### src/hdl/tsc_cfg.svh
// Offsets, field positions, reset values and counts of the time-sync control block.
// Assumes inclusion by bare name from the package and the design module.
`ifndef TSC_CFG_SVH
`define TSC_CFG_SVH

// ----------------------------------------------------------------------------
// Register map
// ----------------------------------------------------------------------------
`define TSC_PAGE_TIME_SYNC 3'h4
`define TSC_ADDR_CONTROL   5'h14
`define TSC_ADDR_TIME_DATA 5'h15
`define TSC_CONTROL_RESET  16'h0000

// ----------------------------------------------------------------------------
// Control register fields
// ----------------------------------------------------------------------------
`define TSC_SEL_MSB        12
`define TSC_SEL_LSB        10
`define TSC_BIT_TRIG_OFF   9
`define TSC_BIT_TRIG_ON    8
`define TSC_BIT_TRIGGER_READBACK_CMD  7
`define TSC_BIT_TRIGGER_PROGRAM_CMD  6
`define TSC_BIT_CLK_SAMPLE 5
`define TSC_BIT_CLK_SET    4
`define TSC_BIT_CLK_ADJUST 3
`define TSC_BIT_RUN_ON     2
`define TSC_BIT_RUN_OFF    1
`define TSC_BIT_LOGIC_RST  0

// ----------------------------------------------------------------------------
// Time data transfer
// ----------------------------------------------------------------------------
`define TSC_WORD_W         16
`define TSC_CLOCK_WORDS    4
`define TSC_TIME_W         64

`endif

### src/hdl/tsc_pkg.sv
// Types shared by the time-sync control block and its surroundings.
// Assumes the constants header is on the include path.
`include "tsc_cfg.svh"

package tsc_pkg;

  // --------------------------------------------------------------------------
  // Management register access
  // --------------------------------------------------------------------------
  typedef struct packed {
    logic                     wr;
    logic                     rd;
    logic [4:0]               addr;
    logic [`TSC_WORD_W-1:0]   wdata;
  } tsc_reg_req_t;

  // --------------------------------------------------------------------------
  // Meaning of the time data port
  // --------------------------------------------------------------------------
  typedef enum logic [1:0] {
    TSC_TDR_CLOCK,
    TSC_TDR_TRIG_RD,
    TSC_TDR_TRIG_LD
  } tsc_tdr_mode_t;

  // --------------------------------------------------------------------------
  // Commands towards the time-sync clock
  // --------------------------------------------------------------------------
  typedef struct packed {
    logic                     logic_reset;
    logic                     run;
    logic                     sample;
    logic                     set;
    logic                     adjust;
    logic [`TSC_TIME_W-1:0]   time_data;
  } tsc_clk_ctl_t;

  // --------------------------------------------------------------------------
  // Commands towards the trigger units
  // --------------------------------------------------------------------------
  typedef struct packed {
    logic [2:0]               sel;
    logic                     enable;
    logic                     disable_unit;
    logic                     field_wr;
    logic [3:0]               field_idx;
    logic [`TSC_WORD_W-1:0]   field_data;
  } tsc_trig_ctl_t;

endpackage

### src/hdl/tsc_time_sync_control.sv
// Time-sync control register with its time data port sequencing.
// Assumes register accesses come from management logic on clk_in, one cycle long.
`timescale 1ns/1ps
`include "tsc_cfg.svh"

module tsc_time_sync_control
  import tsc_pkg::*;
#(
  parameter int TRIG_UNITS  = 8,
  parameter int TRIG_FIELDS = 6
)
(
  // Clock and reset
  input  wire logic                   clk_in,
  input  wire logic                   rst_n_in,
  // Management register access
  input  wire tsc_reg_req_t           reg_req_in,
  input  wire logic [2:0]             page_sel_in,
  output logic [`TSC_WORD_W-1:0]      reg_rdata_out,
  output logic                        reg_rvalid_out,
  // Time-sync clock
  input  wire logic [`TSC_TIME_W-1:0] clock_time_in,
  output tsc_clk_ctl_t                clock_ctl_out,
  // Trigger units
  input  wire logic [`TSC_WORD_W-1:0] trig_field_in,
  output logic [3:0]                  trig_rd_idx_out,
  output tsc_trig_ctl_t               trig_ctl_out
);

  // --------------------------------------------------------------------------
  // Parameter checks
  // --------------------------------------------------------------------------
  if (TRIG_UNITS < 1 || TRIG_UNITS > 8)
  begin : g_bad_units
    $error("TRIG_UNITS must lie between 1 and 8");
  end
  if (TRIG_FIELDS < 1 || TRIG_FIELDS > 15)
  begin : g_bad_fields
    $error("TRIG_FIELDS must lie between 1 and 15");
  end

  localparam logic [3:0] FIELDS_L = 4'(TRIG_FIELDS);
  localparam logic [3:0] CWORDS_L = 4'(`TSC_CLOCK_WORDS);

  // --------------------------------------------------------------------------
  // Helpers
  // --------------------------------------------------------------------------
  // Picks one 16-bit word of a time value; words past the end read zero.
  function automatic logic [`TSC_WORD_W-1:0] word_of(input logic [`TSC_TIME_W-1:0] t,
                                                     input logic [3:0]              i);
    logic [`TSC_WORD_W-1:0] w;
    w = '0;
    if (i < CWORDS_L)
    begin
      w = t[i[1:0]*`TSC_WORD_W +: `TSC_WORD_W];
    end
    return w;
  endfunction

  // --------------------------------------------------------------------------
  // Decode
  // --------------------------------------------------------------------------
  logic                   page_hit;
  logic                   ctl_wr;
  logic                   ctl_rd;
  logic                   tdr_wr;
  logic                   tdr_rd;
  logic [`TSC_WORD_W-1:0] wd;
  logic                   hold;
  logic                   cmd_ok;

  assign page_hit = (page_sel_in == `TSC_PAGE_TIME_SYNC);
  assign ctl_wr   = reg_req_in.wr && page_hit && (reg_req_in.addr == `TSC_ADDR_CONTROL);
  assign ctl_rd   = reg_req_in.rd && page_hit && (reg_req_in.addr == `TSC_ADDR_CONTROL);
  assign tdr_wr   = reg_req_in.wr && page_hit && (reg_req_in.addr == `TSC_ADDR_TIME_DATA);
  assign tdr_rd   = reg_req_in.rd && page_hit && (reg_req_in.addr == `TSC_ADDR_TIME_DATA);
  assign wd       = reg_req_in.wdata;

  // --------------------------------------------------------------------------
  // Logic reset bit
  // --------------------------------------------------------------------------
  logic logic_rst_r;

  always_ff @(posedge clk_in or negedge rst_n_in)
  begin
    if (!rst_n_in)
    begin
      logic_rst_r <= 1'(`TSC_CONTROL_RESET >> `TSC_BIT_LOGIC_RST);
    end
    else if (ctl_wr)
    begin
      logic_rst_r <= wd[`TSC_BIT_LOGIC_RST];
    end
  end

  // The value being written takes effect in the same cycle as the write.
  assign hold   = ctl_wr ? wd[`TSC_BIT_LOGIC_RST] : logic_rst_r;
  assign cmd_ok = ctl_wr && !hold;

  // --------------------------------------------------------------------------
  // Clock run state and select field
  // --------------------------------------------------------------------------
  logic       run_r;
  logic [2:0] sel_r;

  always_ff @(posedge clk_in or negedge rst_n_in)
  begin
    if (!rst_n_in)
    begin
      run_r <= 1'b0;
    end
    else if (hold)
    begin
      run_r <= 1'b0;
    end
    else if (cmd_ok && wd[`TSC_BIT_RUN_OFF])
    begin
      run_r <= 1'b0;
    end
    else if (cmd_ok && wd[`TSC_BIT_RUN_ON])
    begin
      run_r <= 1'b1;
    end
  end

  always_ff @(posedge clk_in or negedge rst_n_in)
  begin
    if (!rst_n_in)
    begin
      sel_r <= 3'h0;
    end
    else if (hold)
    begin
      sel_r <= 3'h0;
    end
    else if (cmd_ok)
    begin
      sel_r <= wd[`TSC_SEL_MSB:`TSC_SEL_LSB];
    end
  end

  // --------------------------------------------------------------------------
  // Time data port mode and word indices
  // --------------------------------------------------------------------------
  tsc_tdr_mode_t mode_r;
  logic [3:0]    wr_idx_r;
  logic [3:0]    rd_idx_r;
  logic          trigger_program_cmd;
  logic          trigger_readback_cmd;
  logic          trig_on;
  logic          load_last;

  assign trigger_program_cmd = cmd_ok && wd[`TSC_BIT_TRIGGER_PROGRAM_CMD];
  assign trigger_readback_cmd = cmd_ok && wd[`TSC_BIT_TRIGGER_READBACK_CMD];
  assign trig_on   = cmd_ok && wd[`TSC_BIT_TRIG_ON];
  assign load_last = tdr_wr && (mode_r == TSC_TDR_TRIG_LD) && (wr_idx_r == FIELDS_L - 4'h1);

  always_ff @(posedge clk_in or negedge rst_n_in)
  begin
    if (!rst_n_in)
    begin
      mode_r <= TSC_TDR_CLOCK;
    end
    else if (hold)
    begin
      mode_r <= TSC_TDR_CLOCK;
    end
    else if (trig_on)
    begin
      mode_r <= TSC_TDR_CLOCK;
    end
    else if (trigger_program_cmd)
    begin
      mode_r <= TSC_TDR_TRIG_LD;
    end
    else if (trigger_readback_cmd)
    begin
      mode_r <= TSC_TDR_TRIG_RD;
    end
    else if (cmd_ok && wd[`TSC_BIT_CLK_SAMPLE])
    begin
      mode_r <= TSC_TDR_CLOCK;
    end
    else if (load_last)
    begin
      mode_r <= TSC_TDR_CLOCK;
    end
  end

  always_ff @(posedge clk_in or negedge rst_n_in)
  begin
    if (!rst_n_in)
    begin
      wr_idx_r <= 4'h0;
    end
    else if (hold || trigger_program_cmd || (cmd_ok && (wd[`TSC_BIT_CLK_SET] || wd[`TSC_BIT_CLK_ADJUST])))
    begin
      wr_idx_r <= 4'h0;
    end
    else if (tdr_wr && wr_idx_r != 4'hF)
    begin
      wr_idx_r <= wr_idx_r + 4'h1;
    end
  end

  always_ff @(posedge clk_in or negedge rst_n_in)
  begin
    if (!rst_n_in)
    begin
      rd_idx_r <= 4'h0;
    end
    else if (hold || trigger_readback_cmd || (cmd_ok && wd[`TSC_BIT_CLK_SAMPLE]))
    begin
      rd_idx_r <= 4'h0;
    end
    else if (tdr_rd && rd_idx_r != 4'hF)
    begin
      rd_idx_r <= rd_idx_r + 4'h1;
    end
  end

  // --------------------------------------------------------------------------
  // Clock time staging and sample
  // --------------------------------------------------------------------------
  logic [`TSC_TIME_W-1:0] stage_r;
  logic [`TSC_TIME_W-1:0] snap_r;

  always_ff @(posedge clk_in or negedge rst_n_in)
  begin
    if (!rst_n_in)
    begin
      stage_r <= '0;
    end
    else if (hold)
    begin
      stage_r <= '0;
    end
    else if (tdr_wr && mode_r == TSC_TDR_CLOCK && wr_idx_r < CWORDS_L)
    begin
      stage_r[wr_idx_r[1:0]*`TSC_WORD_W +: `TSC_WORD_W] <= wd;
    end
  end

  always_ff @(posedge clk_in or negedge rst_n_in)
  begin
    if (!rst_n_in)
    begin
      snap_r <= '0;
    end
    else if (hold)
    begin
      snap_r <= '0;
    end
    else if (cmd_ok && wd[`TSC_BIT_CLK_SAMPLE])
    begin
      snap_r <= clock_time_in;
    end
  end

  // --------------------------------------------------------------------------
  // Clock command pulses
  // --------------------------------------------------------------------------
  logic sample_r;
  logic set_r;
  logic adjust_r;

  always_ff @(posedge clk_in or negedge rst_n_in)
  begin
    if (!rst_n_in)
    begin
      sample_r <= 1'b0;
      set_r    <= 1'b0;
      adjust_r <= 1'b0;
    end
    else
    begin
      sample_r <= cmd_ok && wd[`TSC_BIT_CLK_SAMPLE];
      set_r    <= cmd_ok && wd[`TSC_BIT_CLK_SET];
      adjust_r <= cmd_ok && wd[`TSC_BIT_CLK_ADJUST];
    end
  end

  assign clock_ctl_out = '{logic_reset: logic_rst_r, run: run_r, sample: sample_r,
                           set: set_r, adjust: adjust_r, time_data: stage_r};

  // --------------------------------------------------------------------------
  // Trigger command pulses
  // --------------------------------------------------------------------------
  logic                   trigger_enable_cmd_r;
  logic                   trigger_disable_cmd_r;
  logic                   fld_wr_r;
  logic [3:0]             fld_idx_r;
  logic [`TSC_WORD_W-1:0] fld_data_r;

  always_ff @(posedge clk_in or negedge rst_n_in)
  begin
    if (!rst_n_in)
    begin
      trigger_enable_cmd_r  <= 1'b0;
      trigger_disable_cmd_r <= 1'b0;
    end
    else
    begin
      trigger_enable_cmd_r  <= trig_on;
      // The disable pulse also fires on a trigger program command, not only on the disable bit.
      trigger_disable_cmd_r <= cmd_ok && (wd[`TSC_BIT_TRIG_OFF] || wd[`TSC_BIT_TRIGGER_PROGRAM_CMD]);
    end
  end

  always_ff @(posedge clk_in or negedge rst_n_in)
  begin
    if (!rst_n_in)
    begin
      fld_wr_r   <= 1'b0;
      fld_idx_r  <= 4'h0;
      fld_data_r <= '0;
    end
    else
    begin
      fld_wr_r <= tdr_wr && !hold && mode_r == TSC_TDR_TRIG_LD && wr_idx_r < FIELDS_L;
      if (tdr_wr)
      begin
        fld_idx_r  <= wr_idx_r;
        fld_data_r <= wd;
      end
    end
  end

  assign trig_ctl_out    = '{sel: sel_r, enable: trigger_enable_cmd_r, disable_unit: trigger_disable_cmd_r,
                             field_wr: fld_wr_r, field_idx: fld_idx_r, field_data: fld_data_r};
  assign trig_rd_idx_out = rd_idx_r;

  // --------------------------------------------------------------------------
  // Read data
  // --------------------------------------------------------------------------
  logic [`TSC_WORD_W-1:0] ctl_view;
  logic [`TSC_WORD_W-1:0] rdata_r;
  logic                   rvalid_r;

  always_comb
  begin
    ctl_view                            = '0;
    ctl_view[`TSC_SEL_MSB:`TSC_SEL_LSB] = sel_r;
    ctl_view[`TSC_BIT_TRIGGER_PROGRAM_CMD]        = (mode_r == TSC_TDR_TRIG_LD);
    ctl_view[`TSC_BIT_RUN_ON]           = run_r;
    ctl_view[`TSC_BIT_LOGIC_RST]        = logic_rst_r;
  end

  always_ff @(posedge clk_in or negedge rst_n_in)
  begin
    if (!rst_n_in)
    begin
      rdata_r  <= '0;
      rvalid_r <= 1'b0;
    end
    else
    begin
      rvalid_r <= ctl_rd || tdr_rd;
      if (ctl_rd)
      begin
        rdata_r <= ctl_view;
      end
      else if (tdr_rd && mode_r == TSC_TDR_TRIG_RD)
      begin
        rdata_r <= (rd_idx_r < FIELDS_L) ? trig_field_in : '0;
      end
      else if (tdr_rd)
      begin
        rdata_r <= word_of(snap_r, rd_idx_r);
      end
    end
  end

  assign reg_rdata_out  = rdata_r;
  assign reg_rvalid_out = rvalid_r;

endmodule

### config.mk
export PLATFORM = sky130hd
export DESIGN_NAME = tsc_time_sync_control
export DESIGN_NICKNAME = d
export VERILOG_FILES = /design/src/hdl/tsc_pkg.sv /design/src/hdl/tsc_time_sync_control.sv
export VERILOG_INCLUDE_DIRS = /design/src /design/src/hdl
export SDC_FILE = /design/constraint.sdc
export NUM_CORES = 1
export LEC_CHECK = 0
export BUFFER_PORTS_ARGS = -buffer_cell sky130_fd_sc_hd__buf_2
export CORE_MARGIN = 3
export CORE_UTILIZATION = 45
export CTS_BUF_LIST = sky130_fd_sc_hd__clkbuf_16
export DETAILED_ROUTE_END_ITERATION = 10
export PLACE_DENSITY = 0.68
export SETUP_SLACK_MARGIN = 0.15
export SLEW_MARGIN = 10
export SYNTH_ARGS = -nofsm -noshare
export SYNTH_HDL_FRONTEND = slang
export SYNTH_SLANG_ARGS = --single-unit
### constraint.sdc
create_clock -name clk_in -period 2.75 [get_ports clk_in]
set_clock_uncertainty 0.1 [all_clocks]
set_input_delay 0.55 -clock clk_in [delete_from_list [all_inputs] [get_ports clk_in]]
set_output_delay 0.55 -clock clk_in [all_outputs]
set_load 0.02 [all_outputs]
# After elaboration in Yosys (flattened, before gate mapping)
# Index checks and enable logic that the tools add are counted.
[classes]
add_sub_neg = 3
n_lt_le_gt_ge = 4
eq_ne = 8
shifts = 3
mux = 26
n_reduce_logical = 44
[ops]
columns = ["operator", "n"]
rows = [
  ["two-way mux 64 bit", 4],
  ["two-way mux 16 bit", 5],
  ["bitwise mux 64 bit", 1],
  ["variable shift 16 x 34 -> 64 bit, first input constant", 1],
  ["indexed part select 16 x 34 -> 64 bit", 1],
  ["indexed part select 64 x 7 -> 16 bit", 1],
  ["negator 6 -> 34 bit", 1],
  ["logical AND 1 bit", 27],
  ["< comparator 4 x 3 -> 1 bit, second input constant", 4],
  ["two-way mux 4 bit", 4],
  ["two-way mux 2 bit", 6],
  ["== test 5 bit, second input constant", 2],
  ["nonzero test 2 bit", 5],
  ["adder 4 x 1 -> 4 bit, second input constant", 2],
  ["!= test 4 bit, second input constant", 2],
  ["logical OR 1 bit", 7],
  ["two-way mux 3 bit", 2],
  ["nonzero test 3 bit", 2],
  ["nonzero test 6 bit", 1],
  ["== test 4 x 3 -> 1 bit, second input constant", 1],
  ["two-way mux 1 bit", 4],
  ["== test 3 bit, second input constant", 1],
  ["== test 2 x 1 -> 1 bit, second input constant", 1],
  ["== test 2 bit, second input constant", 1],
  ["2 further kinds", 2],
]
[word_totals]
regBits = 186
inputBits = 108
out_inout_bits = 116
wordCells = 106

# Longest topological paths before layout
# Gate-level depths: netlist of the first run.
[logic_depth]
ltp_word = 12
depth_mapped = 9
ltp_nobuf = 6

# Worst setup path before layout of the first run
# OpenSTA, ideal clock, no wires.
[synth_timing]
path_kind = "register to register"
from = "register wr_idx_r[0]"
to = "register stage_r[22]"
setup_ps = 77
arrival_time_ps = 1941
t_required_ps = 2573
setup_slack_ps = 631
path_stages_with_launch = 10
path_buffers = 3
period_less_slack_ps = 2119
cell_sequence = "dfrtp_1 inv_1 ha_1 clkbuf_1 inv_1 and3_1 clkbuf_1 clkbuf_1 nand4_1 a21oi_1"
[synth_between]
elab_chain_len = 5
elab_cells_between_ends = 9
cone_classes = "add/sub: 1; order compare: 1; shift: 2; mux: 3; reduce/logical: 2"
[synth_rtl]
columns = ["item", "line", "text"]
rows = [
  ["start, declared", "tsc_time_sync_control.sv:146", "logic [3:0] wr_idx_r;"],
  ["start signal, assigned", "tsc_time_sync_control.sv:202", "wr_idx_r <= wr_idx_r + 4'h1;"],
  ["negator 6 -> 34 bit", "tsc_time_sync_control.sv:240", "stage_r[wr_idx_r[1:0]*`TSC_WORD_W +: `TSC_WORD_W] <= wd;"],
  ["indexed part select 16 x 34 -> 64 bit or variable shift 16 x 34 -> 64 bit (tied branches)", "tsc_time_sync_control.sv:240", ""],
  ["bitwise mux 64 bit", "tsc_time_sync_control.sv:240", ""],
  ["two-way mux 64 bit", "tsc_time_sync_control.sv:238", "else if (tdr_wr && mode_r == TSC_TDR_CLOCK && wr_idx_r < CWORDS_L)"],
  ["two-way mux 64 bit", "tsc_time_sync_control.sv:234", "else if (hold)"],
  ["end signal, assigned by index", "tsc_time_sync_control.sv:240", ""],
  ["end, declared", "tsc_time_sync_control.sv:225", "logic [`TSC_TIME_W-1:0] stage_r;"],
]
# Parallel ways exist; a longest one is shown, timed or not. The select of a mux whose other input is x is not followed.
# A chain may end at the register's enable or synchronous reset.

# Final worst setup path of the first run
[layout_timing]
from = "register rd_idx_r[0], in the netlist trig_rd_idx_out[0]"
to = "output trig_rd_idx_out[0]"
[layout_rtl]
columns = ["item", "line", "text"]
rows = [
  ["start, declared", "tsc_time_sync_control.sv:147", "logic [3:0] rd_idx_r;"],
  ["start signal, assigned", "tsc_time_sync_control.sv:218", "rd_idx_r <= rd_idx_r + 4'h1;"],
  ["end, declared", "tsc_time_sync_control.sv:26", "output logic [3:0] trig_rd_idx_out,"],
]
# No word-level cell between the ends.

==> impl_metrics.json, run 1 <==
{
  "path_cells": "buf_4 -> buf_2",
  "cts_buffer_depth": 2,
  "hp-class": "input pin to async pin",
  "synth_seq_area_share": 0.560,
  "slowest_stage": "dfrtp_2",
  "cp-startpoint": "trig_rd_idx_out[0]$_DFFE_PN0P_",
  "slew_headroom": 0.335,
  "drc": 0,
  "core_um2": 18100,
  "nFillCells": 1563,
  "cp-endpoint": "trig_rd_idx_out[0]",
  "period_share": 0.804,
  "synth_nets": 830,
  "layout_common_cells": "buf_2, dfrtp_1, o21ai_0, a21oi_1",
  "first_pass_iters": 5,
  "routabilityCongestion": 0.865,
  "outcome": "complete, no violations",
  "synth-xor-area-share": 0.00105,
  "cts-root-buf": "clkbuf_16",
  "ant_nets": 0,
  "vias": 6962,
  "synthAdderAreaFrac": 0.00903,
  "stdcell_count": 1157,
  "ff2ff_path_depth": 6,
  "die_h_um": 142,
  "fmax_ghz": 0.452,
  "cts_buffers": 17,
  "ir_worst_vdd_mv": 0.368,
  "p_leak_nw": 5.05,
  "synthSimpleGateAreaFrac": 0.102,
  "tightestPinTransition_ps": 992,
  "routed_wl_um": 24700,
  "grt_max_degree": 66,
  "io-pin-count": 224,
  "grt_pass1_vias": 6710,
  "grt_pass1_wl_um": 38600,
  "post_cts_buffers": 0,
  "final_core_util": 0.567,
  "drive_above_1_share": 0.362,
  "synth_edf_count": 0,
  "seq_area_um2": 4660,
  "rsz0062_at_grt": "false",
  "grt_usage": 0.245,
  "synthMuxAreaShare": 0.0718,
  "cap_viol_max_count": 0,
  "path_clk_slew_ps": 70,
  "die_area_um2": 20100,
  "synth_top_family_by_area": "compound AO/OA/AOI/OAI gates",
  "yosysUniqueCellTypes": 54,
  "area_delta_synth_final_pct": 23.2,
  "antenna_found_initial": 2,
  "path_class": "register to output pin",
  "multiInputGateArea_um2": 3210,
  "rows": 49,
  "worstSkewPairLatency_ps": 430,
  "finalHoldViolations": 0,
  "synthCells": 716,
  "path_max_fanout": 13,
  "yosysWarnings": 0,
  "clock_sinks": 186,
  "viasPerCell": 6.02,
  "die_w_um": 142,
  "synth_compound_area_frac": 0.199,
  "nets": 1026,
  "ys.flop_type": "dfrtp_1",
  "r2r_slack_ps": 540,
  "cts_tree": "built",
  "min_period_ps": 2210,
  "max_stage_delay_ps": 620,
  "power.density_nw_per_um2": 601,
  "endpoint_kind": "output pin",
  "setup_viol": 0,
  "timing.rr.end": "stage_r[44]$_DFFE_PN0P_",
  "syn_area_per_cell_um2": 11.6,
  "layout_commonest_cell": "buf_2",
  "arrival_ps": 1560,
  "drt-initial-drc-count": 500,
  "cp_data_required_time_ps": 2100,
  "hpwl_um": 16700,
  "place_inst": 1122,
  "synth_async_sr_flop_share": 1.00,
  "io_buffer_count": 223,
  "syn_area_um2": 8320,
  "tns_ps": 0,
  "wl_per_cell_um": 21.3,
  "overflow": 0,
  "drv_slew": 0,
  "cts_max_level": 4,
  "regToRegStartpoint": "wr_idx_r[0]$_DFFE_PN0P_",
  "total_power_mw": 6.16,
  "initial_core_util": 0.460,
  "cp-start-kind": "register",
  "synth-seq-cells": 186,
  "hold_ws_ps": 9.01
}
==> cells in the mapped netlist, types with 2 or more instances <==
library cell	count	area, um^2
a22o_1	67	587
inv_1	10	37.5
and2_1	6	37.5
a221oi_1	6	52.6
buf_6	12	135
buf_2	21	105
ha_1	6	75.1
nand4_1	67	419
and4_1	2	17.5
a21oi_1	75	375
buf_4	10	75.1
mux4_2	16	360
a22oi_1	11	82.6
nor2_2	2	12.5
nor2b_1	4	25.0
nand3_1	9	45.0
a311oi_1	2	17.5
nor3_1	3	15.0
nand2_1	22	82.6
mux2_2	21	236
nand3b_1	2	15.0
or3_1	2	12.5
dfrtp_1	186	4650
nor2_1	8	30.0
o31ai_1	2	15.0
clkbuf_1	30	113
o21ai_0	86	430
o21ai_1	2	10.0
==> timing repair <==
item	CTS	global route
resized for setup	0	2
endpoints found under the setup margin	0	10
hold buffers	0	0
==> where the power goes <==
| part | total (mW) | internal [mW] | switching (mW) |
|---|---|---|---|
| clock | 2.61 | 1.47 | 1.14 |
| combinational | 0.725 | 0.215 | 0.511 |
| sequential | 2.83 | 2.78 | 0.0491 |
| total | 6.16 | 4.46 | 1.70 |
==> layout make-up <==
cell class                 count  area share
clock buffer                  17      0.0415
multi-input combinational    444       0.313
antenna                        3    0.000733
timing repair buffer         252       0.138
clock inverter                15      0.0199
inverter                      11     0.00403
sequential                   186       0.454
tap                          229      0.0280
==> cell families after synthesis <==
kind of cell             Yosys count
AND/OR/NAND/NOR                  140
AO/OA/AOI/OAI                    260
multiplexers                      37
flip-flops                       186
adder cells (fa/ha/maj)            6
XOR/XNOR                           1
buffers and inverters             86
==> per-layer routing <==
| metal | wire length, um | track usage | vias up | part of all wire |
|---|---|---|---|---|
| met4 | 601 | 0.0818 | 0 | 0.024 |
| met1 | 10600 | 0.352 | 3489 | 0.43 |
| li1 | - | - | 3129 | - |
| met2 | 11600 | 0.370 | 307 | 0.47 |
| met5 | 0 | 0 | - | 0 |
| met3 | 1930 | 0.0601 | 37 | 0.078 |
==> how the worst min path moves through the flow <==
stage | to | depth (start not counted) | slack, ps
3_5_place_dp | reg_rdata_out[2]$_DFFE_PN0P_ | 2 | 370
6_report | trigger_enable_cmd_r$_DFF_PN0_ | 1 | 9
5_1_grt | trigger_enable_cmd_r$_DFF_PN0_ | 1 | 50
4_1_cts | adjust_r$_DFF_PN0_ | 1 | 20
3_3_place_gp | reg_rdata_out[15]$_DFFE_PN0P_ | 2 | 360
2_1_floorplan | adjust_r$_DFF_PN0_ | 0 | 150
==> per-stage QoR <==
stage / area, um^2 / worst slack (ps)
floorplan: 8320 / 631
global placement: 9610 / 287
detailed placement: 9610 / 191
CTS: 10200 / 230
global route: 10200 / 398
finish: 10200 / 539
==> state kept, by name, indices dropped and copies added, names as in the netlist <==
name and count:
snap_r 64, stage_r 64, fld_data_r 16, reg_rdata_out 16, fld_idx_r 4, trig_rd_idx_out 4, wr_idx_r 4, sel_r 3
mode_r 2, adjust_r 1, fld_wr_r 1, logic_rst_r 1, reg_rvalid_out 1, run_r 1, sample_r 1, set_r 1
trigger_disable_cmd_r 1, trigger_enable_cmd_r 1
==> critical path, delay by kind of cell (launching register included) <==
kind	cells	cell delay [ps]
buffers and inverters	2	520
flip-flops	1	620
No activity file was read; power rests on OpenSTA's default activity.
==> run 2: changes to the inputs <==
--- a/config.mk
+++ b/config.mk
@@ -6,12 +6,13 @@
 export SDC_FILE = /design/constraint.sdc
 export NUM_CORES = 1
 export LEC_CHECK = 0
+export ABC_AREA = 1
 export BUFFER_PORTS_ARGS = -buffer_cell sky130_fd_sc_hd__buf_2
 export CORE_MARGIN = 3
 export CORE_UTILIZATION = 45
 export CTS_BUF_LIST = sky130_fd_sc_hd__clkbuf_16
 export DETAILED_ROUTE_END_ITERATION = 10
-export PLACE_DENSITY = 0.68
+export PLACE_DENSITY = 0.67
 export SETUP_SLACK_MARGIN = 0.15
 export SLEW_MARGIN = 10
 export SYNTH_ARGS = -nofsm -noshare
==> constraint.sdc (replaced) <==
create_clock -name clk_in -period 2.15 [get_ports clk_in]
set_clock_uncertainty 0.1 [all_clocks]
set_input_delay 0.43 -clock clk_in [delete_from_list [all_inputs] [get_ports clk_in]]
set_output_delay 0.43 -clock clk_in [all_outputs]
set_load 0.02 [all_outputs]
==> run 2 against run 1 <==
  * Sequential share of layout area is 3.9 points lower
  * Flip-flop and latch count stayed put
  * First-iteration DRC count rose by 26%
  * Clock-buffer cell count is the same
  * Power is 17% higher
  * Via count is 22% higher
  * Die area is 9.6% higher
  * Synthesized cell count up 54%
  * Cell count rose by 37%
  * Utilization is 0.18 points higher
  * Global-route usage rose by 0.35 points
  * Largest cell class unchanged
==> impl_metrics.json, run 2 <==
{
  "ys.flop_type": "dfrtp_1",
  "endpoint_kind": "register",
  "comb_power_share": 0.057,
  "syn_area_per_cell_um2": 8.30,
  "io-pin-count": 224,
  "ir_worst_vdd_mv": 0.379,
  "slew_headroom": 0.627,
  "rsz0062_at_grt": "true",
  "yosysWarnings": 0,
  "nets": 1423,
  "place_area_um2": 10600,
  "first_pass_iters": 5,
  "drive_above_1_share": 0.256,
  "grt_pass1_wl_um": 43300,
  "worstSkewPairLatency_ps": 430,
  "hpwl_um": 19600,
  "rows": 51,
  "power_frac_clock": 0.454,
  "pwr-share-seq": 0.489,
  "min_delay_path_depth": 3,
  "min_period_ps": 1970,
  "setup_viol": 0,
  "synth-seq-cells": 186,
  "total_power_mw": 7.22,
  "ys_top_cells_by_area": "dfrtp_1, nand2_1, nand3_1",
  "power.density_nw_per_um2": 644,
  "post_cts_buffers": 0,
  "internal_power_mw": 5.50,
  "cts_buffer_depth": 2,
  "drv_slew": 0,
  "regToRegStartpoint": "wr_idx_r[0]$_DFFE_PN0P_",
  "finalHoldViolations": 0,
  "synthCells": 1102,
  "drc": 0,
  "viasPerCell": 5.34,
  "hp-class": "input pin to register",
  "cap_viol_max_count": 0,
  "io_buffer_count": 223,
  "p_leak_nw": 5.99,
  "layout_commonest_cell": "nand2_1",
  "path_max_fanout": 13,
  "synth_seq_area_share": 0.509,
  "synth_nets": 1216,
  "synth_most_common_cell": "nand2_1",
  "antenna_found_initial": 0,
  "fmax_ghz": 0.508,
  "reg_top3": "snap_r x64, stage_r x64",
  "holdPathEnd": "snap_r[4]$_DFFE_PN0P_",
  "switchingPower_mw": 1.71,
  "overflow": 0,
  "drt-initial-drc-count": 630,
  "routed_wl_um": 27400,
  "syn_area_um2": 9150,
  "area_delta_synth_final_pct": 22.5,
  "grt_max_degree": 82,
  "outcome": "complete, no violations",
  "clock_sinks": 186,
  "yosys.area.top_type": "dfrtp_1",
  "die_h_um": 149,
  "p_sw_frac": 0.237,
  "synthTopCellsByCount": "nand2_1, nand3_1, dfrtp_1",
  "final_core_util": 0.569,
  "ff2ff_path_depth": 7,
  "worstHoldStart": "clock_time_in[4]",
  "path_class": "register to register",
  "r2r_slack_ps": 180,
  "vias": 8473,
  "period_share": 0.916,
  "initial_core_util": 0.464,
  "tns_ps": 0,
  "tightestPinTransition_ps": 559,
  "nFillCells": 1850,
  "grt_pass1_vias": 8039,
  "ant_nets": 0,
  "core_um2": 19700,
  "yosysUniqueCellTypes": 33,
  "die_w_um": 149,
  "grt_usage": 0.249,
  "synth_top_area_share": 0.509,
  "arrival_ps": 2250,
  "layout_common_cells": "nand2_1, buf_2, nand3_1, dfrtp_1, o21ai_0",
  "path_clk_slew_ps": 70,
  "die_area_um2": 22100,
  "diodes": 0,
  "cp-start-kind": "register",
  "synth_edf_count": 0,
  "routabilityCongestion": 0.900,
  "cts-root-buf": "clkbuf_16",
  "timing.rr.end": "stage_r[20]$_DFFE_PN0P_",
  "cp_data_required_time_ps": 2430,
  "cts_tree": "built",
  "cts_buffers": 17,
  "synth_async_sr_flop_share": 1.00,
  "fin_area_um2": 11200,
  "cts_max_level": 4,
  "wl_per_cell_um": 17.3
}
-- run 2: worst max-delay path, cell delays in order (launching register included) --
cell      delay [ps]
dfrtp_1          440
inv_1             90
ha_1             320
clkinv_1         330
buf_4            290
nor3_1           190
nand3_1          100
nand2_1           70
-- run 2: per-layer routing --
metal	up-vias	global-route usage	routed length [um]
met5	-	0	0
met3	42	0.0500	2210
met2	342	0.394	13000
met1	4009	0.347	11500
li1	4080	-	-
met4	0	0.0776	658
-- run 2: power by group through the flow --
stage | Sequential (mW) | Clock (mW) | Combinational [mW]
after global routing | 3.53 | 3.49 | 0.452
after detailed placement | 3.60 | 0 | 0.411
after CTS | 3.53 | 3.34 | 0.414
final | 3.53 | 3.28 | 0.410
after floorplan | 3.62 | 0 | 0.129
after global placement | 3.60 | 0 | 0.411
-- run 2: timing repair --
| action | 4_1_cts | 5_1_grt |
|---|---|---|
| hold buffers | 1 | 0 |
| endpoints found under the hold margin | 36 | 0 |
| gates resized for setup | 0 | 3 |
| setup endpoints to repair | 0 | 29 |
-- run 2: how the worst max path moves through the flow --
stage                                  from                      end  slack (ps)  cells past startpoint
floorplan           wr_idx_r[0]$_DFFE_PN0P_  stage_r[44]$_DFFE_PN0P_         160                      9
global placement             reg_req_in[19]  stage_r[44]$_DFFE_PN0P_         180                      9
detailed placement           reg_req_in[19]  stage_r[24]$_DFFE_PN0P_         130                      9
CTS                 wr_idx_r[0]$_DFFE_PN0P_  stage_r[35]$_DFFE_PN0P_         150                      8
global route        wr_idx_r[0]$_DFFE_PN0P_  stage_r[17]$_DFFE_PN0P_          30                      7
finish              wr_idx_r[0]$_DFFE_PN0P_  stage_r[20]$_DFFE_PN0P_         180                      7
-- run 2: final cells by class --
class	count	area (um^2)	area share
Tap cell	265	332	0.0296
Sequential cell	186	4650	0.415
Timing Repair Buffer	270	1610	0.144
Clock inverter	15	183	0.0163
Clock buffer	17	425	0.0380
Inverter	80	320	0.0286
Multi-Input combinational cell	754	3680	0.329
-- run 2: kinds of logic after synthesis --
kind of cell             share of synthesized area
AND/OR/NAND/NOR                              0.301
flip-flops                                   0.509
AO/OA/AOI/OAI                               0.0911
buffers and inverters                       0.0893
adder cells (fa/ha/maj)                    0.00821
XOR/XNOR                                   0.00192
-- run 2: through the flow --
stage | cells | hold slack, ps | worst slack (ps)
after floorplan | 1102 | 34.4 | 160
after global placement | 1554 | 276 | 183
after detailed placement | 1554 | 272 | 126
after CTS | 1587 | 87.4 | 153
after global routing | 1587 | 95.8 | 29.3
final | 1587 | 99.8 | 181
